<file path="src/logic/msio_ctl_pkg.sv">
// Constants for the mixed-signal control register bank.
// Assumes one 20 MHz system clock and a word-wide register access port.
// Behaviour
// - Enabled hot internal monitor above 145C resets device.
// - Shutdown bit clear means no overtemperature reset.
// - Three bits enable internal and two external monitors.
// - One bit selects default or extended conversion time.
// - Low power holds all analog ports high impedance.
// - Leaving low power starts the power-on sequence.
// - Plain burst steps the address by one.
// - Contextual burst skips to next ADC or DAC port.
// - Contextual stepping only for ADC reads, DAC writes.
// - Soft reset bit acts as power-on reset.
// - Input registers report levels on GPI ports.
// - Output registers drive levels on GPO ports.
// - Two 12-bit presets feed DAC-configured ports.
// - Preset writes leave per-port DAC data untouched.
// - Mode 10 picks preset one, 11 preset two.
package msio_ctl_pkg;

   // ****************************************************************
   // Register offsets on the access port.
   // ****************************************************************
   localparam logic [6:0] DEVICE_CONTROL_OFS    = 7'h10; // Control word.
   localparam logic [6:0] INPUT_LEVEL_LOW_OFS   = 7'h0b; // Ports 0..15 in.
   localparam logic [6:0] INPUT_LEVEL_HIGH_OFS  = 7'h0c; // Ports 16..19 in.
   localparam logic [6:0] OUTPUT_LEVEL_LOW_OFS  = 7'h0d; // Ports 0..15 out.
   localparam logic [6:0] OUTPUT_LEVEL_HIGH_OFS = 7'h0e; // Ports 16..19 out.
   localparam logic [6:0] SHARED_DAC_ONE_OFS    = 7'h16; // First preset.
   localparam logic [6:0] SHARED_DAC_TWO_OFS    = 7'h17; // Second preset.
   localparam logic [6:0] ADC_DATA_BASE_OFS     = 7'h40; // ADC data, port 0.
   localparam logic [6:0] DAC_DATA_BASE_OFS     = 7'h60; // DAC data, port 0.

   // ****************************************************************
   // Device control field positions.
   // ****************************************************************
   localparam int DAC_MODE_LSB      = 2;  // Two-bit DAC update mode.
   localparam int DAC_REF_BIT       = 6;  // DAC reference selection.
   localparam int OVERTEMP_BIT      = 7;  // Overtemperature self reset.
   localparam int TEMP_MON_LSB      = 8;  // Three monitor enables.
   localparam int TEMP_CONV_BIT     = 11; // Conversion time selection.
   localparam int SERIES_COMP_BIT   = 12; // Series resistance cancel.
   localparam int LOW_POWER_BIT     = 13; // Low power selection.
   localparam int BURST_POLICY_BIT  = 14; // Burst addressing policy.
   localparam int SOFT_RESET_BIT    = 15; // Self-clearing soft reset.

   // ****************************************************************
   // Reset values, sizes and encodings.
   // ****************************************************************
   localparam logic [15:0] DEVICE_CONTROL_RST = 16'h0000; // After reset.
   localparam logic [19:0] OUTPUT_LEVEL_RST   = 20'h00000; // Outputs low.
   localparam logic [11:0] SHARED_DAC_RST     = 12'h000;   // Presets zero.
   localparam int          NUM_PORTS          = 20;        // Port count.
   localparam logic [1:0]  DAC_MODE_PRESET1   = 2'h2;      // Use preset one.
   localparam logic [1:0]  DAC_MODE_PRESET2   = 2'h3;      // Use preset two.

   // ****************************************************************
   // Thermal trip point, 0.125 degree steps in two's complement.
   // ****************************************************************
   localparam int          TRIP_TEMP_C     = 145; // Trip in degrees C.
   localparam int          TEMP_STEPS_PER_C = 8;  // Codes per degree.
   localparam logic [11:0] TRIP_TEMP_CODE  =
      12'(TRIP_TEMP_C * TEMP_STEPS_PER_C);

endpackage : msio_ctl_pkg

</file>
<file path="src/logic/msio_ctl_regs.sv">
// Device control, GPIO data and shared DAC preset registers.
// Assumes the serial front end on clk_sys_i opens a burst with
// acc_start_i and then gives one acc_valid_i pulse per word.
`timescale 1ns/1ps
module msio_ctl_regs (
   // Clock and reset.
   input  wire logic        clk_sys_i,
   input  wire logic        resetn_i,
   // Register access from the serial front end.
   input  wire logic        acc_start_i,
   input  wire logic [6:0]  acc_addr_i,
   input  wire logic        acc_write_i,
   input  wire logic        acc_valid_i,
   input  wire logic [15:0] acc_wdata_i,
   output logic      [15:0] acc_rdata_o,
   output logic             acc_rvalid_o,
   output logic      [6:0]  acc_addr_o,
   // Port configuration from the port setup logic.
   input  wire logic [19:0] port_is_adc_i,
   input  wire logic [19:0] port_is_dac_i,
   input  wire logic [19:0] port_is_gpi_i,
   input  wire logic [19:0] port_is_gpo_i,
   // Digital port pins.
   input  wire logic [19:0] gpi_pin_i,
   output logic      [19:0] gpo_level_o,
   output logic      [19:0] gpo_oe_o,
   // Internal temperature result.
   input  wire logic [11:0] int_temp_i,
   input  wire logic        int_temp_valid_i,
   // Control outputs to the analog sections.
   output logic      [2:0]  temp_monitor_enables_o,
   output logic             temp_conv_time_sel_o,
   output logic             dac_reference_sel_o,
   output logic             series_resistance_comp_o,
   output logic      [1:0]  dac_update_mode_o,
   output logic             low_power_sel_o,
   output logic             ports_hiz_o,
   output logic             device_reset_o,
   output logic             power_on_seq_o,
   output logic             dac_preset_active_o,
   output logic      [11:0] dac_preset_value_o
);

   // ****************************************************************
   // State of the bank.
   // ****************************************************************
   typedef struct packed {
      logic [15:0] ctl;     // Device control, reset bit never stored.
      logic [19:0] gpo;     // Output port levels.
      logic [11:0] pre1;    // First shared DAC value.
      logic [11:0] pre2;    // Second shared DAC value.
      logic [6:0]  addr;    // Current burst address.
      logic [15:0] rdata;   // Read data for the front end.
      logic        rvalid;  // Read data strobe.
      logic        rst_req; // Device reset pulse.
      logic        lp_exit; // Power-on sequence request pulse.
   } regs_t;

   regs_t r_q; // Registered state.
   regs_t r_d; // Next state.

   logic [19:0] gpi_level;  // Synchronised pin levels.
   logic [19:0] gpi_seen;   // Levels of GPI-configured ports only.
   logic        is_write;   // Current word is a write.
   logic        is_read;    // Current word is a read.
   logic        in_adc;     // Address lies in the ADC data range.
   logic        in_dac;     // Address lies in the DAC data range.
   logic        ctx_step;   // Contextual stepping applies.
   logic [6:0]  seek_base;  // Base of the range being searched.
   logic [4:0]  seek_idx;   // Port index of the current address.
   logic [4:0]  seek_next;  // Next configured port index.
   logic        seek_found; // A configured port exists.
   logic [6:0]  step_addr;  // Address after the current word.
   logic        overtemp;   // Overtemperature trip condition.

   // ****************************************************************
   // Helpers.
   // ****************************************************************

   // True when an address falls inside a 20-register port range.
   function automatic logic in_range(input logic [6:0] a,
                                     input logic [6:0] base);
      logic [6:0] off;
      off      = a - base;
      in_range = (a >= base) && (off < 7'(msio_ctl_pkg::NUM_PORTS));
   endfunction : in_range

   // Pin synchroniser.
   msio_level_sync u_sync (
      .clk_sys_i (clk_sys_i),
      .resetn_i  (resetn_i),
      .pin_i     (gpi_pin_i),
      .level_o   (gpi_level)
   );

   assign gpi_seen = gpi_level & port_is_gpi_i;

   // ****************************************************************
   // Burst address stepping.
   // ****************************************************************
   assign is_write  = acc_valid_i && acc_write_i;
   assign is_read   = acc_valid_i && !acc_write_i;
   assign in_adc    = in_range(r_q.addr, msio_ctl_pkg::ADC_DATA_BASE_OFS);
   assign in_dac    = in_range(r_q.addr, msio_ctl_pkg::DAC_DATA_BASE_OFS);
   assign seek_base = acc_write_i ? msio_ctl_pkg::DAC_DATA_BASE_OFS
                                  : msio_ctl_pkg::ADC_DATA_BASE_OFS;
   assign seek_idx  = 5'(r_q.addr - seek_base);

   // Only ADC reads and DAC writes step contextually; DAC reads do not.
   assign ctx_step = r_q.ctl[msio_ctl_pkg::BURST_POLICY_BIT] &&
                     ((is_read && in_adc) || (is_write && in_dac));

   // Search the ADC mask for reads and the DAC mask for writes.
   msio_port_seek u_seek (
      .cur_idx_i  (seek_idx),
      .mask_i     (acc_write_i ? port_is_dac_i : port_is_adc_i),
      .next_idx_o (seek_next),
      .found_o    (seek_found)
   );

   // Contextual step lands on the next configured port; else plus one.
   always_comb begin
      if (ctx_step && seek_found) begin
         step_addr = seek_base + 7'(seek_next);
      end else begin
         step_addr = r_q.addr + 7'h01;
      end
   end

   // ****************************************************************
   // Thermal trip.
   // ****************************************************************
   // Trips only with the shutdown enable and internal monitor both on.
   assign overtemp = r_q.ctl[msio_ctl_pkg::OVERTEMP_BIT] &&
                     r_q.ctl[msio_ctl_pkg::TEMP_MON_LSB] &&
                     int_temp_valid_i &&
                     ($signed(int_temp_i) >
                      $signed(msio_ctl_pkg::TRIP_TEMP_CODE));

   // ****************************************************************
   // Next-state logic.
   // ****************************************************************
   // Handles address, reads and writes, then reset requests.
   always_comb begin
      r_d         = r_q;
      r_d.rvalid  = 1'b0;
      r_d.rst_req = 1'b0;
      r_d.lp_exit = 1'b0;
      // A new burst loads its start address.
      if (acc_start_i) begin
         r_d.addr = acc_addr_i;
      end else if (acc_valid_i) begin
         r_d.addr = step_addr;
      end
      // Register writes.
      if (is_write && !acc_start_i) begin
         case (r_q.addr)
            msio_ctl_pkg::DEVICE_CONTROL_OFS: begin
               if (acc_wdata_i[msio_ctl_pkg::SOFT_RESET_BIT]) begin
                  r_d.rst_req = 1'b1;
               end else begin
                  r_d.ctl = acc_wdata_i;
                  // Falling low power bit asks for power-on sequence.
                  r_d.lp_exit =
                     r_q.ctl[msio_ctl_pkg::LOW_POWER_BIT] &&
                     !acc_wdata_i[msio_ctl_pkg::LOW_POWER_BIT];
               end
            end
            msio_ctl_pkg::OUTPUT_LEVEL_LOW_OFS: begin
               r_d.gpo[15:0] = acc_wdata_i;
            end
            msio_ctl_pkg::OUTPUT_LEVEL_HIGH_OFS: begin
               r_d.gpo[19:16] = acc_wdata_i[3:0];
            end
            // Preset writes touch only the preset itself.
            msio_ctl_pkg::SHARED_DAC_ONE_OFS: begin
               r_d.pre1 = acc_wdata_i[11:0];
            end
            msio_ctl_pkg::SHARED_DAC_TWO_OFS: begin
               r_d.pre2 = acc_wdata_i[11:0];
            end
            // Input level registers and unmapped words ignore writes.
            default: begin
               r_d.ctl = r_q.ctl;
            end
         endcase
      end
      // Register reads; unmapped and port data words return zero.
      if (is_read && !acc_start_i) begin
         r_d.rvalid = 1'b1;
         case (r_q.addr)
            msio_ctl_pkg::DEVICE_CONTROL_OFS: begin
               r_d.rdata = r_q.ctl;
            end
            msio_ctl_pkg::INPUT_LEVEL_LOW_OFS: begin
               r_d.rdata = gpi_seen[15:0];
            end
            msio_ctl_pkg::INPUT_LEVEL_HIGH_OFS: begin
               r_d.rdata = {12'h000, gpi_seen[19:16]};
            end
            msio_ctl_pkg::OUTPUT_LEVEL_LOW_OFS: begin
               r_d.rdata = r_q.gpo[15:0];
            end
            msio_ctl_pkg::OUTPUT_LEVEL_HIGH_OFS: begin
               r_d.rdata = {12'h000, r_q.gpo[19:16]};
            end
            msio_ctl_pkg::SHARED_DAC_ONE_OFS: begin
               r_d.rdata = {4'h0, r_q.pre1};
            end
            msio_ctl_pkg::SHARED_DAC_TWO_OFS: begin
               r_d.rdata = {4'h0, r_q.pre2};
            end
            default: begin
               r_d.rdata = 16'h0000;
            end
         endcase
      end
      // Overtemperature trip also raises a device reset.
      if (overtemp) begin
         r_d.rst_req = 1'b1;
      end
      // A pending reset pulse returns every register to default.
      if (r_q.rst_req) begin
         r_d      = '0;
         r_d.ctl  = msio_ctl_pkg::DEVICE_CONTROL_RST;
         r_d.gpo  = msio_ctl_pkg::OUTPUT_LEVEL_RST;
         r_d.pre1 = msio_ctl_pkg::SHARED_DAC_RST;
         r_d.pre2 = msio_ctl_pkg::SHARED_DAC_RST;
      end
   end

   // Registers the state; the power-on reset clears it all.
   always_ff @(posedge clk_sys_i) begin
      if (!resetn_i) begin
         r_q <= '0;
      end else begin
         r_q <= r_d;
      end
   end

   // ****************************************************************
   // Outputs.
   // ****************************************************************
   assign acc_rdata_o  = r_q.rdata;
   assign acc_rvalid_o = r_q.rvalid;
   assign acc_addr_o   = r_q.addr;

   assign temp_monitor_enables_o =
      r_q.ctl[msio_ctl_pkg::TEMP_MON_LSB +: 3];
   assign temp_conv_time_sel_o =
      r_q.ctl[msio_ctl_pkg::TEMP_CONV_BIT];
   assign dac_reference_sel_o      = r_q.ctl[msio_ctl_pkg::DAC_REF_BIT];
   assign series_resistance_comp_o = r_q.ctl[msio_ctl_pkg::SERIES_COMP_BIT];
   assign dac_update_mode_o = r_q.ctl[msio_ctl_pkg::DAC_MODE_LSB +: 2];
   assign low_power_sel_o   = r_q.ctl[msio_ctl_pkg::LOW_POWER_BIT];

   // Ports float in low power and while the device resets.
   assign ports_hiz_o    = low_power_sel_o || r_q.rst_req;
   assign device_reset_o = r_q.rst_req;
   assign power_on_seq_o = r_q.lp_exit;

   // GPO ports drive their stored level unless floated.
   assign gpo_level_o = r_q.gpo & port_is_gpo_i;
   assign gpo_oe_o    = ports_hiz_o ? 20'h00000 : port_is_gpo_i;

   // Preset modes send one shared value to every DAC port.
   assign dac_preset_active_o =
      (dac_update_mode_o == msio_ctl_pkg::DAC_MODE_PRESET1) ||
      (dac_update_mode_o == msio_ctl_pkg::DAC_MODE_PRESET2);
   assign dac_preset_value_o =
      (dac_update_mode_o == msio_ctl_pkg::DAC_MODE_PRESET2) ?
      r_q.pre2 : r_q.pre1;

   logic ctl_wr; // Helper: a word is written to the control register.
   assign ctl_wr = is_write && !acc_start_i &&
                   (r_q.addr == msio_ctl_pkg::DEVICE_CONTROL_OFS);
endmodule : msio_ctl_regs

</file>
<file path="src/logic/msio_level_sync.sv">
// Two-stage synchroniser for the general-purpose input pins.
// Assumes the pins are asynchronous to clk_sys_i.
`timescale 1ns/1ps
module msio_level_sync (
   // Clock and reset.
   input  wire logic        clk_sys_i,
   input  wire logic        resetn_i,
   // Pin levels in and synchronised levels out.
   input  wire logic [19:0] pin_i,
   output logic      [19:0] level_o
);

   // ****************************************************************
   // State: first and second stage.
   // ****************************************************************
   typedef struct packed {
      logic [19:0] meta; // First stage, read only by the second.
      logic [19:0] safe; // Second stage, safe for logic.
   } sync_t;

   sync_t s_q; // Registered state.
   sync_t s_d; // Next state.

   // The next state simply shifts the pins through both stages.
   always_comb begin
      s_d      = s_q;
      s_d.meta = pin_i;
      s_d.safe = s_q.meta;
   end

   // Both stages clear under the synchronous reset.
   always_ff @(posedge clk_sys_i) begin
      if (!resetn_i) begin
         s_q <= '0;
      end else begin
         s_q <= s_d;
      end
   end

   assign level_o = s_q.safe;

endmodule : msio_level_sync

</file>
<file path="src/logic/msio_port_seek.sv">
// Finds the next port above a given one whose mask bit is set.
// Assumes a 20-port mask; the search wraps round past port 19.
`timescale 1ns/1ps
module msio_port_seek (
   // Search start and port mask.
   input  wire logic [4:0]  cur_idx_i,
   input  wire logic [19:0] mask_i,
   // Result.
   output logic      [4:0]  next_idx_o,
   output logic             found_o
);

   // Walks forward from the current port and keeps the first hit.
   always_comb begin
      int idx;
      idx        = 0;
      next_idx_o = cur_idx_i;
      found_o    = 1'b0;
      for (int k = 1; k <= msio_ctl_pkg::NUM_PORTS; k++) begin
         idx = (int'(cur_idx_i) + k) % msio_ctl_pkg::NUM_PORTS;
         if (!found_o && mask_i[idx]) begin
            next_idx_o = 5'(idx);
            found_o    = 1'b1;
         end
      end
   end

endmodule : msio_port_seek

</file>
<file path="config.mk">
export PLATFORM = sky130hd
export DESIGN_NAME = msio_ctl_regs
export DESIGN_NICKNAME = d
export VERILOG_FILES = /design/src/logic/msio_ctl_pkg.sv /design/src/logic/msio_ctl_regs.sv /design/src/logic/msio_level_sync.sv /design/src/logic/msio_port_seek.sv
export SDC_FILE = /design/constraint.sdc
export NUM_CORES = 1
export LEC_CHECK = 0
export ABC_AREA = 1
export BUFFER_PORTS_ARGS = -buffer_cell sky130_fd_sc_hd__buf_2
export CAP_MARGIN = 20
export CORE_ASPECT_RATIO = 1.25
export CORE_MARGIN = 5
export CORE_UTILIZATION = 62
export CTS_CLUSTER_DIAMETER = 120
export DETAILED_ROUTE_END_ITERATION = 16
export PLACE_DENSITY = 0.85
export SETUP_SLACK_MARGIN = 0.1
export SLEW_MARGIN = 5
export SYNTH_ARGS = -nofsm -noshare
export SYNTH_HDL_FRONTEND = slang
export SYNTH_SLANG_ARGS = --single-unit
export TNS_END_PERCENT = 1
</file>
<file path="constraint.sdc">
create_clock -name clk_sys_i -period 14.6 [get_ports clk_sys_i]
set_input_delay 3.65 -clock clk_sys_i [delete_from_list [all_inputs] [get_ports clk_sys_i]]
set_output_delay 3.65 -clock clk_sys_i [all_outputs]
set_load 0.1 [all_outputs]
</file>
**Yosys cells after proc, flatten, opt, wreduce, memory -nomap -nowiden**

Cells that the tools add are included.

- $add $sub $neg: 25
- Divide/modulo/power cells: 20
- Order comparisons: 25
- Equality and inequality tests: 9
- Muxes and demuxes: 114
- Bitwise logic cells: 6
- Reduce and logical (&&, ||, !) cells: 66

Operators by type and width:

| kind | number |
|---|---|
| less-than comparator 32 x 7 -> 1 bit (second input constant) | 20 |
| modulo 32 x 6 -> 32 bit (second input constant) | 20 |
| one-hot mux 16 bit (7 select lines) | 1 |
| binary-select mux 1 bit (select 5 bit) | 20 |
| two-way mux 5 bit | 20 |
| two-way mux 1 bit | 64 |
| adder 5 x 4 -> 6 bit (second input constant) | 8 |
| bitwise AND 20 bit | 2 |
| two-way mux 20 bit | 2 |
| logical AND 1 bit | 33 |
| adder 5 x 5 -> 6 bit (second input constant) | 5 |
| == test 7 x 4 -> 1 bit (second input constant) | 4 |
| adder 5 x 3 -> 6 bit (second input constant) | 4 |
| logical NOT 1 bit | 22 |
| == test 7 x 5 -> 1 bit (second input constant) | 3 |
| two-way mux 7 bit | 3 |
| greater-or-equal comparator 7 bit (second input constant) | 2 |
| less-than comparator 7 x 5 -> 1 bit (second input constant) | 2 |
| subtractor 7 bit (second input constant) | 2 |
| adder 5 x 2 -> 6 bit (second input constant) | 2 |
| > comparator 12 bit (second input constant) | 1 |
| two-way mux 12 bit | 1 |
| AND reduction 2 bit | 4 |
| adder 7 x 1 -> 7 bit (second input constant) | 1 |
| 12 further kinds | 19 |

- Bits in registers: 125
- Bits of input ports: 141
- Word-level logic and storage cells: 277

**Logic depth before layout (Yosys ltp)**

Gate-level depths: netlist of the first run.

- Depth after elaboration: 69
- Gate-level depth with buffers: 48
- Gate-level depth less buffers: 46

**Modules after synthesis**

Synthesis of the first run repeated with hierarchy kept, for this count alone.

- Cells, all modules: 2,161
- Area total of the unflattened synthesis: 12,373.1 µm²

Modules (own cells, without submodules):

| module | times used | cells each | area each (µm²) | sequential area each (µm²) |
|---|---|---|---|---|
| msio_port_seek | 1 | 1,221 | 6,074.6 | 0.0 |
| msio_ctl_regs | 1 | 816 | 5,152.4 | 1,701.6 |
| msio_level_sync | 1 | 124 | 1,146.1 | 800.8 |

**Least setup slack after synthesis of the first run**

No wires, ideal clock.

- Path type: input to output
- Start: input port port_is_gpo_i[0]
- End: output port gpo_oe_o[0]
- Data arrival time: 4.928 ns
- Required time: 10.950 ns
- Slack: 6.022 ns
- Stages: 2
- Buffers on the path: 0
- Cell sequence: inv_1 > nor2_1

- Word-level cells in the longest chain between the ends: 1

RTL lines:

| what | line | text |
|---|---|---|
| from (decl) | msio_ctl_regs.sv:22 | `input wire logic [19:0] port_is_gpo_i,` |
| two-way mux 20 bit | msio_ctl_regs.sv:264 | `assign gpo_oe_o = ports_hiz_o ? 20'h00000 : port_is_gpo_i;` |
| to (decl) | msio_ctl_regs.sv:26 | `output logic [19:0] gpo_oe_o,` |

Every way passes these cells.

**Worst setup path in the final report of the first run**

- Start: input port port_is_gpo_i[19]
- End: output port gpo_oe_o[19]

Same word-level chain as after synthesis.

==> impl_metrics.toml, run 1 <==
[placement]
dp.cells = 2445
port-buffer-count = 229
hpwl_microns = 35400
globalplace.congestion = 1.06

[setup_path]
path_class = "in -> out"
endpoint_kind = "primary output"
crit_chain = "buf_2 > inv_1 > nor2_1 > buf_2"
path_common_cell = "buf_2"
cp.required_ns = 10.95
cp_slowest_cell = "buf_2"
path_max_fanout = 2
startpoint_type = "input port"
arrival_ns = 4.37
cp_top_family = "buffers and inverters"
cp_num_buf_inv = 3
cp_slowest_stage_delay_ns = 0.45

[timing]
fin_worst_skew_ns = 0.00759
hold_violations = 0
grt_setup_unrepaired = "no"
period_minus_slack_ns = 8.02
setup-violations-final = 0
setup_tns_ns = 0
drv_slew = 0
maxSlewHeadroom_pct = 32.9
finalCritPeriodShare_pct = 54.9
worstMarginPinSlew_ns = 1.00
fin_hold_ws_ns = 0.414
timing.fmax_ghz = 0.125

[synthesis]
synth-edff-count = 0
ys_types = 64
synth_top_area_share_pct = 20.8
yosys_register_bits = 125
async_flop_share_pct = 0
seq_area_frac_synth_pct = 20.8
syn_area_sq_um = 12000
syn_inst = 2058
synth_warnings = 0
syn_avg_cell_area_sq_um = 5.84
synth_top_area_cell = "dfxtp_1"
yosys-top-cells-area = "dfxtp_1 (21%), nand2_1 (18%), inv_1 (10%), o21ai_0 (6.9%), nand3_1 (6.0%)"
syn_nets = 2245
synth_ff_type = "dfxtp_1"

[floorplan]
die_w_microns = 134
ios = 230
fp.dieH_microns = 166
initial_core_util_pct = 62.4
coreArea_sq_um = 19300
num_rows = 57
die-area_sq_um = 22300

[global_routing]
grt_max_degree = 62
grt_pass1_wl_microns = 70100
grtUsageTotal_pct = 39.4
grt_pass1_vias = 13600
antenna_found_initial = 4
overflow = 0

[detailed_routing]
drt-total-wl_microns = 44700
drtIter0Drc = 1057
vias = 14200
post_drt_wl_per_cell_microns = 18.0
drcViolationCount = 0
drt-pass1-iter-count = 6
drtAntennaViolNets = 0
routed_via_density = 5.72

[clocking]
cts_sinks = 125
clk_latency_ns = 0.42
h-tree-depth = 4
cts_setup_buffers = 0
cts_root_buffer = "clkbuf_16"
clk_pin_slew_ns = 0.06
cts_resized = 0
ctsHoldBuffers = 0
numCtsBuffers = 17
tritoncts = "yes"
ctsLongestPathBuffers = 2

[layout]
regArea_sq_um = 2500
syn2layout_area_growth_pct = 13.5
drive_gt1_share_pct = 17.5
multi_input_area_sq_um = 7650
fin_nets = 2417
finalNonFillerCells = 2481
nFillCells = 1700

[job]
cap_violations = 0

[pwr]
ir_drop_mv = 0.119
p_leak_nw = 7.41
power_density_nw_per_um2 = 106

[run_status]
status = "completed"

[hold_path]
hold_path_class = "reg -> reg"
## cell type report
type / instances / area share [%]
diodes: 2 / 0.0367
well taps: 236 / 2.17
repair buffers: 242 / 9.18
multi-input cells: 1487 / 56.1
inverters: 357 / 9.88
clock buffers: 17 / 3.12
flip-flops and latches: 125 / 18.4
clock inverters: 15 / 1.11
## registers in the layout, summed over array words and instances, names as in the netlist
name,flops
low_power_sel_o,1
temp_monitor_enables_o,3
dac_reference_sel_o,1
temp_conv_time_sel_o,1
r_q,50
power_on_seq_o,1
acc_rvalid_o,1
acc_addr_o,7
u_sync.s_d,20
device_reset_o,1
acc_rdata_o,16
u_sync.level_o,20
series_resistance_comp_o,1
dac_update_mode_o,2
## power breakdown
part	internal [mW]	leakage, nW	total (mW)	switching, mW
sequential	0.348	1.02	0.353	0.00485
clock	0.240	0.280	0.417	0.177
combinational	0.196	6.11	0.679	0.483
## layer usage
metal	track usage, %	wire (microns)	vias up
met2	67.9	21400	779
met4	33.7	4510	6
met1	41.2	15300	6313
met5	0	43	-
li1	-	-	6888
met3	6.31	3480	199
## cells in the final DEF, fill, tap and decap left out, types with 5 or more instances in the layout
cell type,count
inv_6,7
buf_4,12
dfxtp_1,125
a31oi_1,12
a21oi_1,101
nor2_2,7
o22ai_1,6
o21a_1,14
o21ai_2,6
nand2_1,562
inv_1,325
nand3_2,10
nand4_1,25
xnor2_1,5
nor2_1,159
o21ai_1,39
nor2_4,6
nor3_1,10
xor2_1,33
o31ai_1,7
clkbuf_16,17
nand3b_1,10
o21ai_0,166
a21oi_2,6
nand3_1,143
inv_2,25
buf_2,229
o211ai_1,22
ha_1,46
or2_2,5
nand2_2,34
## cells in the mapped netlist (4+ instances only)
library cell,instances
inv_2,25
nor2_2,7
nand3_2,10
buf_4,38
a221oi_1,4
o21ai_1,39
nor2_1,159
o21ai_2,6
o211ai_1,22
inv_1,325
nor3_1,10
nor4_1,4
xnor2_1,5
a21oi_1,101
a21oi_2,6
o21ai_0,166
o22ai_1,6
nor2_4,6
o21a_1,14
a31oi_1,12
dfxtp_1,125
nand3_1,143
nand3b_1,10
or2_1,4
ha_1,46
buf_2,9
nand4_1,25
nand2_1,562
clkinv_1,4
or2_2,5
clkbuf_1,37
nand2_2,34
xor2_1,33
o31ai_1,7
## through the flow
step | util, % | worst slack [ns] | area (sq um) | power [mW]
after floorplan | - | 6.02 | 12000 | 0.849
after global placement | 67.6 | 6.57 | 13000 | 1.01
after detailed placement | 67.6 | 6.51 | 13000 | 1.02
after CTS | 70.6 | 6.57 | 13600 | 1.43
after global routing | 70.8 | 6.36 | 13600 | 1.54
final | 70.8 | 6.58 | 13600 | 1.45
## path summary, 6_finish.rpt
kind | start | end | slack, ns | depth (start not counted)
worst max register to register | acc_addr_o[3] | acc_addr_o[4] | 8.88 | 33
worst max-delay path | port_is_gpo_i[19] | gpo_oe_o[19] | 6.58 | 4
worst min-delay path | u_sync.s_d[10] | u_sync.level_o[10] | 0.41 | 2
worst min register to register | u_sync.s_d[10] | u_sync.level_o[10] | 0.41 | 2
## worst reg2reg max path, delay by kind of cell (launching register included)
| family | cells | cell delay (ns) |
|---|---|---|
| adder cells (fa/ha/maj) | 1 | 0.67 |
| AND/OR/NAND/NOR | 28 | 3.44 |
| AO/OA/AOI/OAI | 1 | 0.06 |
| buffers and inverters | 3 | 0.86 |
| flip-flops | 1 | 0.52 |
## kinds of logic after synthesis
logic type	count (synthesis)	share of synthesized area (%)
compound gates	407	19.3
xor+xnor	42	3.41
fa+ha+maj	46	4.79
buf+inv	446	15.5
flops	125	20.8
mux	1	0.0937
simple gates	991	36.2
No activity file was read; power rests on OpenSTA's default activity.
==> inputs of run 2 (changes only) <==
CORE_UTILIZATION = 52   (was 62)
PLACE_DENSITY = 0.76   (was 0.85)
clock period = 6.4 ns   (was 14.6 ns; I/O delays follow)
==> run 2 against run 1 <==
  * Clock skew is 0.0043 ns higher
  * First-iteration DRC count is 11% lower
  * Sequential share of layout area is 0.18 points lower
  * Total power is 130% higher
  * Setup slack worse by 5.7 ns
  * Register-to-register slack worse by 7.9 ns
==> impl_metrics.toml, run 2 (synthesis results as in run 1) <==
[run_status]
status = "completed"

[global_routing]
overflow = 0
grt_max_degree = 42
grt_pass1_wl_microns = 67200
antenna_found_initial = 3
grtUsageTotal_pct = 31.4
grt_pass1_vias = 13100

[setup_path]
cp_slowest_stage_delay_ns = 0.55
arrival_ns = 5.81
r2r_cells = 38
path_common_cell = "nand2_1"
path_class = "in -> reg"
endpoint_kind = "flop"
cp.required_ns = 6.71
startpoint_type = "input port"
cp_slowest_cell = "o21ai_0"
path_max_fanout = 22

[job]
cap_violations = 0

[timing]
grt_setup_unrepaired = "no"
setup_tns_ns = 0
setup-violations-final = 0
fin_worst_skew_ns = 0.0119
period_minus_slack_ns = 5.50
maxSlewHeadroom_pct = 31.7
drv_slew = 0
finalCritPeriodShare_pct = 85.9
hold_violations = 0
fin_hold_ws_ns = 0.412
timing.fmax_ghz = 0.182
fin_ws_ns = 0.900
worstMarginPinSlew_ns = 1.02

[layout]
syn2layout_area_growth_pct = 14.6
postLayoutCoreUtil_pct = 60.2
nFillCells = 2232
largest_reg_flops = 50
fin_nets = 2423
final_common_cell = "nand2_1"
most-common-layout-cells = "nand2_1 (562), inv_1 (325), buf_2 (229)"
largest-register = "r_q"
finalNonFillerCells = 2538
drive_gt1_share_pct = 17.7
finalInstanceArea_sq_um = 13800

[detailed_routing]
drt-pass1-iter-count = 7
routed_via_density = 5.52
drt-total-wl_microns = 43200
drcViolationCount = 0
drtIter0Drc = 946
post_drt_wl_per_cell_microns = 17.0
vias = 14000
drtAntennaViolNets = 0

[clocking]
numCtsBuffers = 17
cts_root_buffer = "clkbuf_16"
cts_resized = 0
cts_setup_buffers = 0
clk_latency_ns = 0.42
cts_sinks = 125
ctsLongestPathBuffers = 2
tritoncts = "yes"
h-tree-depth = 4
ctsHoldBuffers = 0
clk_pin_slew_ns = 0.06

[floorplan]
ios = 230
coreArea_sq_um = 22900
fp.dieH_microns = 180
num_rows = 62
die_w_microns = 146
die-area_sq_um = 26300
initial_core_util_pct = 52.5

[pwr]
ir_drop_mv = 0.228
p_leak_nw = 7.45
power_density_nw_per_um2 = 244
power_mw = 3.36

[placement]
hpwl_microns = 34500
post_dp_cell_area_sq_um = 13200
globalplace.congestion = 1.03
pre_cts_ws_ns = 0.605
port-buffer-count = 229
dp.cells = 2505

[hold_path]
hold_path_class = "reg -> reg"
hold_depth = 2
==> run 2: changes by cell type in the layout (fill, tap and decap cells not counted), moves of 2 or more <==
cell | before | now
buf_4 | 12 | 19
clkinv_4 | 2 | 5
bufinv_16 | 1 | 3
inv_6 | 7 | 3
==> run 2: final timing paths <==
path	startpoint	slack (ns)	endpoint
setup / recovery	acc_write_i	0.90	acc_addr_o[1]
setup reg to reg	acc_addr_o[1]	1.00	acc_addr_o[1]
hold reg to reg	u_sync.s_d[4]	0.41	u_sync.level_o[4]
hold / removal	u_sync.s_d[4]	0.41	u_sync.level_o[4]
==> run 2: final cells by class <==
cell class	count	area (sq um)	area share, %
diodes	1	2.50	0.0182
well taps	288	360	2.62
repair buffers	248	1290	9.36
clock buffers	18	429	3.12
inverters	357	1350	9.78
multi-input cells	1487	7650	55.6
clock inverters	14	184	1.34
flip-flops and latches	125	2500	18.2
==> run 2: worst max-delay path: cells and delay by family <==
family / cells / cell delay (ns)
and+or+nand+nor: 26 / 2.55
buffers and inverters: 6 / 0.97
AOI/OAI and AO/OA: 2 / 0.68
==> run 2: where the power goes <==
part           switching [mW]  total (mW)  internal, mW
Combinational            1.10        1.55         0.449
Clock                   0.384        1.00         0.621
Sequential             0.0102       0.805         0.794
==> run 2: metal layers <==
metal | wire (microns) | vias to the layer above | share of wire, % | track usage (%)
li1 | - | 6892 | - | -
met1 | 16100 | 6306 | 37 | 35.0
met2 | 21100 | 638 | 49 | 55.7
met3 | 3110 | 165 | 7.2 | 4.86
met4 | 2870 | 4 | 6.6 | 19.1
met5 | 27 | - | 0.062 | 0
